## config.mk

```make
export PLATFORM = sky130hd
export DESIGN_NAME = pio_ports
export DESIGN_NICKNAME = d
export VERILOG_FILES = /design/src/pio_pkg.sv /design/src/pio_ports.sv
export SDC_FILE = /design/constraint.sdc
export NUM_CORES = 1
export LEC_CHECK = 0
export BUFFER_PORTS_ARGS = -buffer_cell sky130_fd_sc_hd__buf_2
export CAP_MARGIN = 10
export CORE_UTILIZATION = 57
export CTS_CLUSTER_DIAMETER = 150
export DETAILED_ROUTE_END_ITERATION = 8
export PLACE_DENSITY_LB_ADDON = 0.3
export SETUP_SLACK_MARGIN = 0.1
export SLEW_MARGIN = 20
export SYNTH_ARGS = -nofsm -noshare
export SYNTH_HDL_FRONTEND = slang
export SYNTH_SLANG_ARGS = --single-unit
```

## constraint.sdc

```tcl
create_clock -name clk_sys_i -period 5.3 [get_ports clk_sys_i]
set_clock_uncertainty 0.1 [all_clocks]
set_input_delay 1.06 -clock clk_sys_i [delete_from_list [all_inputs] [get_ports clk_sys_i]]
set_output_delay 1.06 -clock clk_sys_i [all_outputs]
set_load 0.01 [all_outputs]
```

## src/pio_pkg.sv

```systemverilog
// package: register map, reset values and carriers for the parallel port block
package pio_pkg;

  // register byte addresses
  localparam logic [7:0] PIO_A_SEL_ADDR = 8'h00;
  localparam logic [7:0] PIO_A_DIR_ADDR = 8'h04;
  localparam logic [7:0] PIO_A_DAT_ADDR = 8'h08;
  localparam logic [7:0] PIO_B_SEL_ADDR = 8'h0C;
  localparam logic [7:0] PIO_B_DIR_ADDR = 8'h10;
  localparam logic [7:0] PIO_B_DAT_ADDR = 8'h14;
  localparam logic [7:0] PIO_C_DIR_ADDR = 8'h18;
  localparam logic [7:0] PIO_C_DAT_ADDR = 8'h1C;
  localparam logic [7:0] PIO_D_DAT_ADDR = 8'h20;
  localparam logic [7:0] PIO_SYS_CTRL_ADDR = 8'h24;
  localparam logic [7:0] PIO_GLB_MASK_ADDR = 8'h28;
  localparam logic [7:0] PIO_SRC_MASK_ADDR = 8'h2C;

  // field widths and masks
  localparam int PIO_A_W = 16;
  localparam int PIO_B_W = 12;
  localparam int PIO_BL_W = 8;
  localparam int PIO_BH_W = 4;
  localparam int PIO_C_W = 8;
  localparam int PIO_D_W = 16;
  localparam logic [15:0] PIO_B_SEL_MASK = 16'h00FF;
  localparam logic [15:0] PIO_B_MASK = 16'h0FFF;
  localparam logic [15:0] PIO_C_MASK = 16'h00FF;
  localparam int PIO_REFRESH_BIT = 0;
  localparam int PIO_GLB_EN_BIT = 0;
  localparam int PIO_PB_REFRESH_PIN = 8;
  localparam int PIO_PB_WATCHDOG_OUTPUT_PIN = 7;
  localparam int PIO_PB_TIMER1_INPUT_PIN = 3;
  localparam int PIO_PB_TIMER2_INPUT_PIN = 5;

  // reset values
  localparam logic [7:0] PIO_B_SEL_RST = 8'h80;
  localparam logic [11:0] PIO_B_DIR_RST = 12'h000;
  localparam logic [15:0] PIO_ZERO16 = 16'h0000;

  // low port b pins whose peripheral function drives the pin
  localparam logic [7:0] PIO_B_PER_OUT = 8'hD7;

  // ahb-lite codes
  localparam logic [1:0] PIO_HTRANS_NONSEQ = 2'h2;
  localparam logic [1:0] PIO_HTRANS_SEQ = 2'h3;
  localparam logic [2:0] PIO_HSIZE_WORD = 3'h2;

  // peripheral signals toward the low port b pins
  typedef struct packed {
    logic watchdog_output;
    logic tmr2_out;
    logic tmr1_out;
    logic ack1;
    logic ack6;
    logic ack7;
  } pio_periph_s;

  // pin carrier: output level and active-low output enable
  typedef struct packed {
    logic [11:0] out;
    logic [11:0] oe_n;
  } pio_pb_pins_s;

  typedef struct packed {
    logic [7:0] out;
    logic [7:0] oe_n;
  } pio_pc_pins_s;

endpackage

```

## src/pio_ports.sv

```systemverilog
// parallel i/o ports b, c, d with register file on an ahb-lite slave
`timescale 1ns/1ps
// What this block does
// port b has twelve pins: low eight selectable, upper four general-purpose with interrupts
// low port b pins behave like port a pins under port b registers
// after reset pin b7 is the open-drain watchdog output
// selected pins b0..b7 carry ack7, ack6, ack1, timer1_input, timer1_output, timer2_input, timer2_output, watchdog
// a timer input pin used as general-purpose feeds ground to the timer
// pin b8 becomes the refresh request pin when system control selects it
// port b direction 0 input, 1 output; reset clears bits 11..8
// reset clears the global interrupt mask
// port b data writes go to a latch which drives output pins and reads back
// for input pins writes only reach the latch; reads return the pin
// falling edge on an upper port b input pin raises an interrupt request
// four requests have fixed level-4 priority, each masked by its own bit
// port c pins exist only while the card interface enable pin is low
// port c direction 0 input, 1 output; reset clears all of them
// port c writes always latch, drive only output pins; reads latch or pin
// port d is sixteen inputs read as current levels when card interface off
// registers are 16-bit read/write with the documented field widths
// reserved bits read as zero
// select bit 0 is general-purpose, 1 is peripheral function
// peripheral pins ignore direction bit; data reads give peripheral pin state
// reset clears port a select and direction bits
// upper pins are synchronised before falling edge detection
module pio_ports (
  // clock and reset
  input wire logic clk_sys_i,
  input wire logic nrst_i,
  // ahb-lite slave
  input wire logic hsel_i,
  input wire logic [31:0] haddr_i,
  input wire logic [1:0] htrans_i,
  input wire logic hwrite_i,
  input wire logic [2:0] hsize_i,
  input wire logic hready_i,
  input wire logic [31:0] hwdata_i,
  output logic hreadyout_o,
  output logic hresp_o,
  output logic [31:0] hrdata_o,
  // port b pins
  input wire logic [11:0] pb_pin_i,
  output pio_pkg::pio_pb_pins_s pb_pins_o,
  // port c and d pins
  input wire logic card_interface_enable_pin_i,
  input wire logic [7:0] pc_pin_i,
  output pio_pkg::pio_pc_pins_s pc_pins_o,
  input wire logic [15:0] pd_pin_i,
  // on-chip peripherals
  input wire pio_pkg::pio_periph_s periph_i,
  input wire logic refresh_req_i,
  output logic timer1_input_o,
  output logic timer2_input_o,
  // requests to the interrupt controller, bit 0 is pin b8
  output logic [3:0] pb_irq_req_o,
  // port a configuration for the port a pin logic
  output logic [15:0] port_a_select_bits_o,
  output logic [15:0] port_a_direction_bits_o,
  output logic [15:0] port_a_latch_o
);

  // register state
  logic [15:0] pa_sel_q;
  logic [15:0] pa_dir_q;
  logic [15:0] pa_dat_q;
  logic [7:0] pb_sel_q;
  logic [11:0] pb_dir_q;
  logic [11:0] pb_dat_q;
  logic [7:0] pc_dir_q;
  logic [7:0] pc_dat_q;
  logic sys_refresh_q;
  logic glb_en_q;
  logic [3:0] src_mask_q;

  // bus data phase
  logic wr_pend_q;
  logic [7:0] wr_addr_q;
  logic [31:0] rd_data_d;
  logic addr_ok;
  logic [7:0] a_addr;

  // edge detection
  logic [3:0] pbh_s1_q;
  logic [3:0] pbh_s2_q;
  logic [3:0] pbh_s3_q;
  logic [3:0] irq_d;

  // combined pin views
  logic [7:0] per_out;
  logic [7:0] pb_low_rd;
  logic [11:0] pb_rd;
  logic [7:0] pc_rd;
  logic [15:0] wdata;

  // read-back of a bidirectional bit: latch when driven, pin otherwise
  function automatic logic pio_rd_bit(input logic dir, input logic latch, input logic pin);
    pio_rd_bit = dir ? latch : pin;
  endfunction

  function automatic logic [31:0] pio_word(input logic [15:0] v);
    pio_word = {16'h0000, v};
  endfunction

  assign a_addr = haddr_i[7:0];
  assign wdata = hwdata_i[15:0];
  // only whole-word aligned transfers are decoded
  assign addr_ok = hsel_i && hready_i && htrans_i[1] && (hsize_i == pio_pkg::PIO_HSIZE_WORD)
                   && (haddr_i[31:8] == 24'h000000);

  // peripheral drive values for b0..b7
  assign per_out = {periph_i.watchdog_output, periph_i.tmr2_out, 1'b0, periph_i.tmr1_out, 1'b0,
                    periph_i.ack1, periph_i.ack6, periph_i.ack7};

  always_comb begin
    for (int i = 0; i < pio_pkg::PIO_BL_W; i++) begin
      if (pb_sel_q[i]) begin
        pb_low_rd[i] = pio_pkg::PIO_B_PER_OUT[i] ? per_out[i] : pb_pin_i[i];
      end else begin
        pb_low_rd[i] = pio_rd_bit(pb_dir_q[i], pb_dat_q[i], pb_pin_i[i]);
      end
    end
    for (int i = pio_pkg::PIO_BL_W; i < pio_pkg::PIO_B_W; i++) begin
      pb_rd[i] = pio_rd_bit(pb_dir_q[i], pb_dat_q[i], pb_pin_i[i]);
    end
    pb_rd[7:0] = pb_low_rd;
    for (int i = 0; i < pio_pkg::PIO_C_W; i++) begin
      pc_rd[i] = pio_rd_bit(pc_dir_q[i], pc_dat_q[i], pc_pin_i[i]);
    end
  end

  // read mux, unmapped addresses read zero
  always_comb begin
    rd_data_d = 32'h00000000;
    case (a_addr)
      pio_pkg::PIO_A_SEL_ADDR: rd_data_d = pio_word(pa_sel_q);
      pio_pkg::PIO_A_DIR_ADDR: rd_data_d = pio_word(pa_dir_q);
      pio_pkg::PIO_A_DAT_ADDR: rd_data_d = pio_word(pa_dat_q);
      pio_pkg::PIO_B_SEL_ADDR: rd_data_d = pio_word({8'h00, pb_sel_q});
      pio_pkg::PIO_B_DIR_ADDR: rd_data_d = pio_word({4'h0, pb_dir_q});
      pio_pkg::PIO_B_DAT_ADDR: rd_data_d = pio_word({4'h0, pb_rd});
      pio_pkg::PIO_C_DIR_ADDR: rd_data_d = pio_word({8'h00, pc_dir_q});
      pio_pkg::PIO_C_DAT_ADDR: rd_data_d = pio_word({8'h00, pc_rd});
      pio_pkg::PIO_D_DAT_ADDR: begin
        // absent while the card interface owns the pins
        rd_data_d = card_interface_enable_pin_i ? 32'h00000000 : pio_word(pd_pin_i);
      end
      pio_pkg::PIO_SYS_CTRL_ADDR: rd_data_d = pio_word({15'h0000, sys_refresh_q});
      pio_pkg::PIO_GLB_MASK_ADDR: rd_data_d = pio_word({15'h0000, glb_en_q});
      pio_pkg::PIO_SRC_MASK_ADDR: rd_data_d = pio_word({12'h000, src_mask_q});
      default: rd_data_d = 32'h00000000;
    endcase
  end

  // bus handshake: zero wait states, always okay
  always_ff @(posedge clk_sys_i or negedge nrst_i) begin
    if (!nrst_i) begin
      hreadyout_o <= 1'b0;
      hresp_o <= 1'b0;
      hrdata_o <= 32'h00000000;
      wr_pend_q <= 1'b0;
      wr_addr_q <= 8'h00;
    end else begin
      hreadyout_o <= 1'b1;
      hresp_o <= 1'b0;
      wr_pend_q <= addr_ok && hwrite_i;
      if (addr_ok) begin
        wr_addr_q <= a_addr;
      end
      // read data sampled in the address phase; a write still in its data phase is not yet visible
      if (addr_ok && !hwrite_i) begin
        hrdata_o <= rd_data_d;
      end
    end
  end

  // port a registers
  always_ff @(posedge clk_sys_i or negedge nrst_i) begin
    if (!nrst_i) begin
      pa_sel_q <= pio_pkg::PIO_ZERO16;
      pa_dir_q <= pio_pkg::PIO_ZERO16;
      pa_dat_q <= pio_pkg::PIO_ZERO16;
    end else if (wr_pend_q) begin
      if (wr_addr_q == pio_pkg::PIO_A_SEL_ADDR) pa_sel_q <= wdata;
      if (wr_addr_q == pio_pkg::PIO_A_DIR_ADDR) pa_dir_q <= wdata;
      if (wr_addr_q == pio_pkg::PIO_A_DAT_ADDR) pa_dat_q <= wdata;
    end
  end

  // port b and c registers
  always_ff @(posedge clk_sys_i or negedge nrst_i) begin
    if (!nrst_i) begin
      pb_sel_q <= pio_pkg::PIO_B_SEL_RST;
      pb_dir_q <= pio_pkg::PIO_B_DIR_RST;
      pb_dat_q <= 12'h000;
      pc_dir_q <= 8'h00;
      pc_dat_q <= 8'h00;
    end else if (wr_pend_q) begin
      if (wr_addr_q == pio_pkg::PIO_B_SEL_ADDR) pb_sel_q <= wdata[7:0];
      if (wr_addr_q == pio_pkg::PIO_B_DIR_ADDR) pb_dir_q <= wdata[11:0];
      if (wr_addr_q == pio_pkg::PIO_B_DAT_ADDR) pb_dat_q <= wdata[11:0];
      if (wr_addr_q == pio_pkg::PIO_C_DIR_ADDR) pc_dir_q <= wdata[7:0];
      if (wr_addr_q == pio_pkg::PIO_C_DAT_ADDR) pc_dat_q <= wdata[7:0];
    end
  end

  // system control and interrupt masks
  always_ff @(posedge clk_sys_i or negedge nrst_i) begin
    if (!nrst_i) begin
      sys_refresh_q <= 1'b0;
      glb_en_q <= 1'b0;
      src_mask_q <= 4'h0;
    end else if (wr_pend_q) begin
      if (wr_addr_q == pio_pkg::PIO_SYS_CTRL_ADDR) sys_refresh_q <= wdata[pio_pkg::PIO_REFRESH_BIT];
      if (wr_addr_q == pio_pkg::PIO_GLB_MASK_ADDR) glb_en_q <= wdata[pio_pkg::PIO_GLB_EN_BIT];
      if (wr_addr_q == pio_pkg::PIO_SRC_MASK_ADDR) src_mask_q <= wdata[3:0];
    end
  end

  // port b pin drivers
  always_ff @(posedge clk_sys_i or negedge nrst_i) begin
    if (!nrst_i) begin
      pb_pins_o.out <= 12'h000;
      pb_pins_o.oe_n <= 12'hFFF;
    end else begin
      for (int i = 0; i < pio_pkg::PIO_BL_W; i++) begin
        if (pb_sel_q[i]) begin
          // peripheral sets direction, direction bit ignored
          pb_pins_o.out[i] <= per_out[i];
          pb_pins_o.oe_n[i] <= !pio_pkg::PIO_B_PER_OUT[i];
        end else begin
          pb_pins_o.out[i] <= pb_dat_q[i];
          pb_pins_o.oe_n[i] <= !pb_dir_q[i];
        end
      end
      // watchdog is open drain: drive low only
      if (pb_sel_q[pio_pkg::PIO_PB_WATCHDOG_OUTPUT_PIN]) begin
        pb_pins_o.out[pio_pkg::PIO_PB_WATCHDOG_OUTPUT_PIN] <= 1'b0;
        pb_pins_o.oe_n[pio_pkg::PIO_PB_WATCHDOG_OUTPUT_PIN] <= periph_i.watchdog_output;
      end
      for (int i = pio_pkg::PIO_BL_W; i < pio_pkg::PIO_B_W; i++) begin
        pb_pins_o.out[i] <= pb_dat_q[i];
        pb_pins_o.oe_n[i] <= !pb_dir_q[i];
      end
      if (sys_refresh_q) begin
        pb_pins_o.out[pio_pkg::PIO_PB_REFRESH_PIN] <= refresh_req_i;
        pb_pins_o.oe_n[pio_pkg::PIO_PB_REFRESH_PIN] <= 1'b0;
      end
    end
  end

  // timer inputs, grounded when the pin is general-purpose
  always_ff @(posedge clk_sys_i or negedge nrst_i) begin
    if (!nrst_i) begin
      timer1_input_o <= 1'b0;
      timer2_input_o <= 1'b0;
    end else begin
      timer1_input_o <= pb_sel_q[pio_pkg::PIO_PB_TIMER1_INPUT_PIN] & pb_pin_i[pio_pkg::PIO_PB_TIMER1_INPUT_PIN];
      timer2_input_o <= pb_sel_q[pio_pkg::PIO_PB_TIMER2_INPUT_PIN] & pb_pin_i[pio_pkg::PIO_PB_TIMER2_INPUT_PIN];
    end
  end

  // port c pins, released while the card interface owns them
  always_ff @(posedge clk_sys_i or negedge nrst_i) begin
    if (!nrst_i) begin
      pc_pins_o.out <= 8'h00;
      pc_pins_o.oe_n <= 8'hFF;
    end else begin
      pc_pins_o.out <= pc_dat_q;
      pc_pins_o.oe_n <= card_interface_enable_pin_i ? 8'hFF : ~pc_dir_q;
    end
  end

  // synchronise upper pins; stage one feeds stage two only
  always_ff @(posedge clk_sys_i or negedge nrst_i) begin
    if (!nrst_i) begin
      pbh_s1_q <= 4'hF;
      pbh_s2_q <= 4'hF;
      pbh_s3_q <= 4'hF;
    end else begin
      pbh_s1_q <= pb_pin_i[11:8];
      pbh_s2_q <= pbh_s1_q;
      pbh_s3_q <= pbh_s2_q;
    end
  end

  // falling edge on an input pin, one pulse per edge
  always_comb begin
    irq_d = pbh_s3_q & ~pbh_s2_q & ~pb_dir_q[11:8];
    irq_d[0] = irq_d[0] & !sys_refresh_q;
    irq_d = irq_d & src_mask_q & {4{glb_en_q}};
  end

  always_ff @(posedge clk_sys_i or negedge nrst_i) begin
    if (!nrst_i) begin
      pb_irq_req_o <= 4'h0;
    end else begin
      pb_irq_req_o <= irq_d;
    end
  end

  // port a configuration out
  always_ff @(posedge clk_sys_i or negedge nrst_i) begin
    if (!nrst_i) begin
      port_a_select_bits_o <= pio_pkg::PIO_ZERO16;
      port_a_direction_bits_o <= pio_pkg::PIO_ZERO16;
      port_a_latch_o <= pio_pkg::PIO_ZERO16;
    end else begin
      port_a_select_bits_o <= pa_sel_q;
      port_a_direction_bits_o <= pa_dir_q;
      port_a_latch_o <= pa_dat_q;
    end
  end

endmodule

```

==> flow_summary.yaml <==
run_status:
  status: "completed"
synthesis:
  synth_compound_area_share_pct: 6.867
  ys_types: 61
  netlist_area_mm2: 0.009293
  synth_area_leaders: "dfrtp_1 54%, mux2_2 14%, dfstp_2 9.3%"
  syn_area_per_cell_um2: 13.71
  yosys.area.top_type: "dfrtp_1"
  synth_top_family_by_area: "multiplexers"
  synth_cells: 678
  synth_ff_type: "dfrtp_1"
  synthMuxAreaShare_pct: 17.19
  ys_ff_latch: 234
  synth_xor_area_share_pct: 0
  async_reset_ff_share_pct: 100.0
  synthSimpleGateAreaFrac_pct: 9.210
  synth_commonest_cells: "201 x dfrtp_1, 119 x mux2_2, 49 x nand2_1, 34 x nor2_1, 33 x dfstp_2"
  synth_fa_ha_area_share_pct: 0
  seq_area_frac_synth_pct: 63.46
  synth.most_common_cell: "dfrtp_1"
  yosys_warnings: 0
  yosysTopAreaCellShare_pct: 54.13
  synth-edff-count: 0
floorplanning:
  die_area_mm2: 0.01682
  fp.dieW_um: 129.7
  initial_utilization_pct: 58.50
  die_h_um: 129.7
  coreArea_mm2: 0.01589
  row_count: 46
  pin_count: 246
drt:
  vias_per_cell: 5.683
  wl_per_cell_um: 20.51
  final_antenna_net_count: 0
  drt_iter0_drc: 536
  routed_wl_mm: 23.24
  vias: 6439
  drtPass1Iterations: 5
  drc: 0
clock_network:
  cts_resized: 0
  cts_buffer_depth: 3
  cts.clk_slew.worst_paths_ns: 0.06
  cts_buffers: 23
  postCtsSetupRepairBufs: 0
  cts.sinks: 234
  clk_latency_ns: 0.50
  cts_tree: "done"
  holdBufCountCts: 0
  cts_root_buf: "clkbuf_16"
  htree_num_levels: 1
worst_setup_path:
  path_depth: 7
  startpoint_type: "input pin"
  reg2reg_to: "pa_sel_q[10]"
  worstSetupPathType: "in -> reg"
  startpoint: "haddr_i[3]"
  cp_slowest_cell: "or4_1"
  r2r_setup_slack_ns: 2.78
  crit_chain: "buf_2, buf_4, or4_1, nor3_4, a22oi_1, o211ai_1, mux2_2"
  endpoint_kind: "flop"
  crit_family: "simple AND/OR/NAND/NOR gates"
  crit_fanout: 20
  critPathCapture: "hrdata_o[4]"
  cpPeakStageDelay_ns: 0.60
  worst_ep_arrival_time_ns: 3.36
  cp.required_ns: 5.64
  r2r_cells: 5
  crit_buf_inv: 2
  r2r_start: "wr_addr_q[4]"
sta:
  setup_viol: 0
  slew_headroom_pct: 24.80
  max_freq_ghz: 0.3311
  drv_slew: 0
  finalHoldViolCount: 0
  tightest_slew_ns: 1.123
  rsz0062_at_grt: "false"
  layout_min_cycle_time_ns: 3.020
  whs_ns: 0.2550
  fin_tns_setup_ns: 0
  period_share_pct: 56.98
final_layout:
  n_antenna_cell: 0
  layout-drive-gt1-share_pct: 46.35
  final_nets: 1019
  syn_to_final_growth_pct: 21.92
  final_area_mm2: 0.01133
power_and_ir_drop:
  irDropWorstVdd_v: 0.0001967
  p_leak_nw: 5.512
  p_per_area_mw_per_mm2: 331.2
global_route:
  grt_usage_pct: 28.32
  gr-total-overflow: 0
  antenna_found_initial: 0
  grt_pass1_vias: 6167
  grt_max_degree: 137
  grt_pass1_wl_mm: 35.29
place:
  dpl.hpwl_mm: 15.56
  io_buffers: 211
  dpl-instance-area_mm2: 0.01051
  place_congestion: 0.8461
worst_hold_path:
  hp-class: "reg -> reg"
job:
  drv_cap: 0
-- worst reg2reg max path, delay by kind of cell, from the launching register on --
family / cells / cell delay [ns]
flip-flops: 1 / 0.43
multiplexers: 1 / 0.37
AND/OR/NAND/NOR: 3 / 1.17
buffers and inverters: 1 / 0.34
-- per-stage QoR --
step | util, % | setup WS, ns | cells | total power (W)
after global placement | 66.19 | 1.841 | 1091 | 0.002099
after CTS | 71.11 | 2.321 | 1132 | 0.003768
after detailed placement | 66.19 | 1.811 | 1091 | 0.002102
final | 71.32 | 2.280 | 1133 | 0.003753
after floorplan | - | 2.771 | 694 | 0.001979
after global routing | 71.32 | 2.204 | 1133 | 0.003869
-- cell type report --
type | count | area (um2)
Sequential cell | 234 | 5897
Fill cell | 1136 | 4556
Multi-Input combinational cell | 410 | 3166
Timing Repair Buffer | 221 | 1174
Clock buffer | 32 | 659.4
Tap cell | 216 | 270.3
Clock inverter | 9 | 122.6
Inverter | 11 | 41.29
-- registers in the layout, indices dropped and copies added, names as in the netlist, 12 cells and up --
name,flops
hrdata_o,16
pa_dat_q,16
pa_dir_q,16
pa_sel_q,16
pb_dat_q,12
pb_dir_q,12
pb_pins_o,24
pc_pins_o,16
port_a_direction_bits_o,16
port_a_latch_o,16
port_a_select_bits_o,16
-- report_power, final --
group	switching [W]	internal [W]
sequential	0.0000242	0.00184
combinational	0.000130	0.0000847
clock	0.000665	0.00101
total	0.000819	0.00293
-- layer usage --
metal	track usage, %	share of wire (%)	wire length [um]
met5	0	0	0
met4	9.644	2.9	671
met3	5.120	7.1	1644
met2	44.04	48	11080
met1	40.54	42	9843
-- cell usage in the layout, fill, tap and decap left out, types with 9 or more instances in the layout --
master / instances
conb_1: 18
nor2_1: 34
nand2_1: 49
dfstp_2: 33
o21ai_0: 28
dfrtp_1: 201
clkbuf_16: 23
a22oi_1: 12
buf_2: 210
mux2_2: 119
mux2i_1: 19
a31oi_1: 9
inv_1: 11
-- how the worst min path moves through the flow --
| stage | startpoint | to | slack [ns] | cells after the start |
|---|---|---|---|---|
| floorplan | pbh_s1_q[0] | pbh_s2_q[0] | 0.25 | 0 |
| global placement | pbh_s1_q[1] | pbh_s2_q[1] | 0.25 | 0 |
| detailed placement | pbh_s1_q[2] | pbh_s2_q[2] | 0.25 | 0 |
| CTS | pbh_s1_q[1] | pbh_s2_q[1] | 0.26 | 0 |
| global route | pbh_s1_q[1] | pbh_s2_q[1] | 0.26 | 0 |
| finish | pbh_s1_q[1] | pbh_s2_q[1] | 0.25 | 0 |
-- cells by family after synthesis --
logic type             after synthesis
AO/OA/AOI/OAI                       94
buffers and inverters               50
flip-flops                         234
multiplexers                       141
other                                2
AND/OR/NAND/NOR                    157
(Power assumes the default switching activity.)
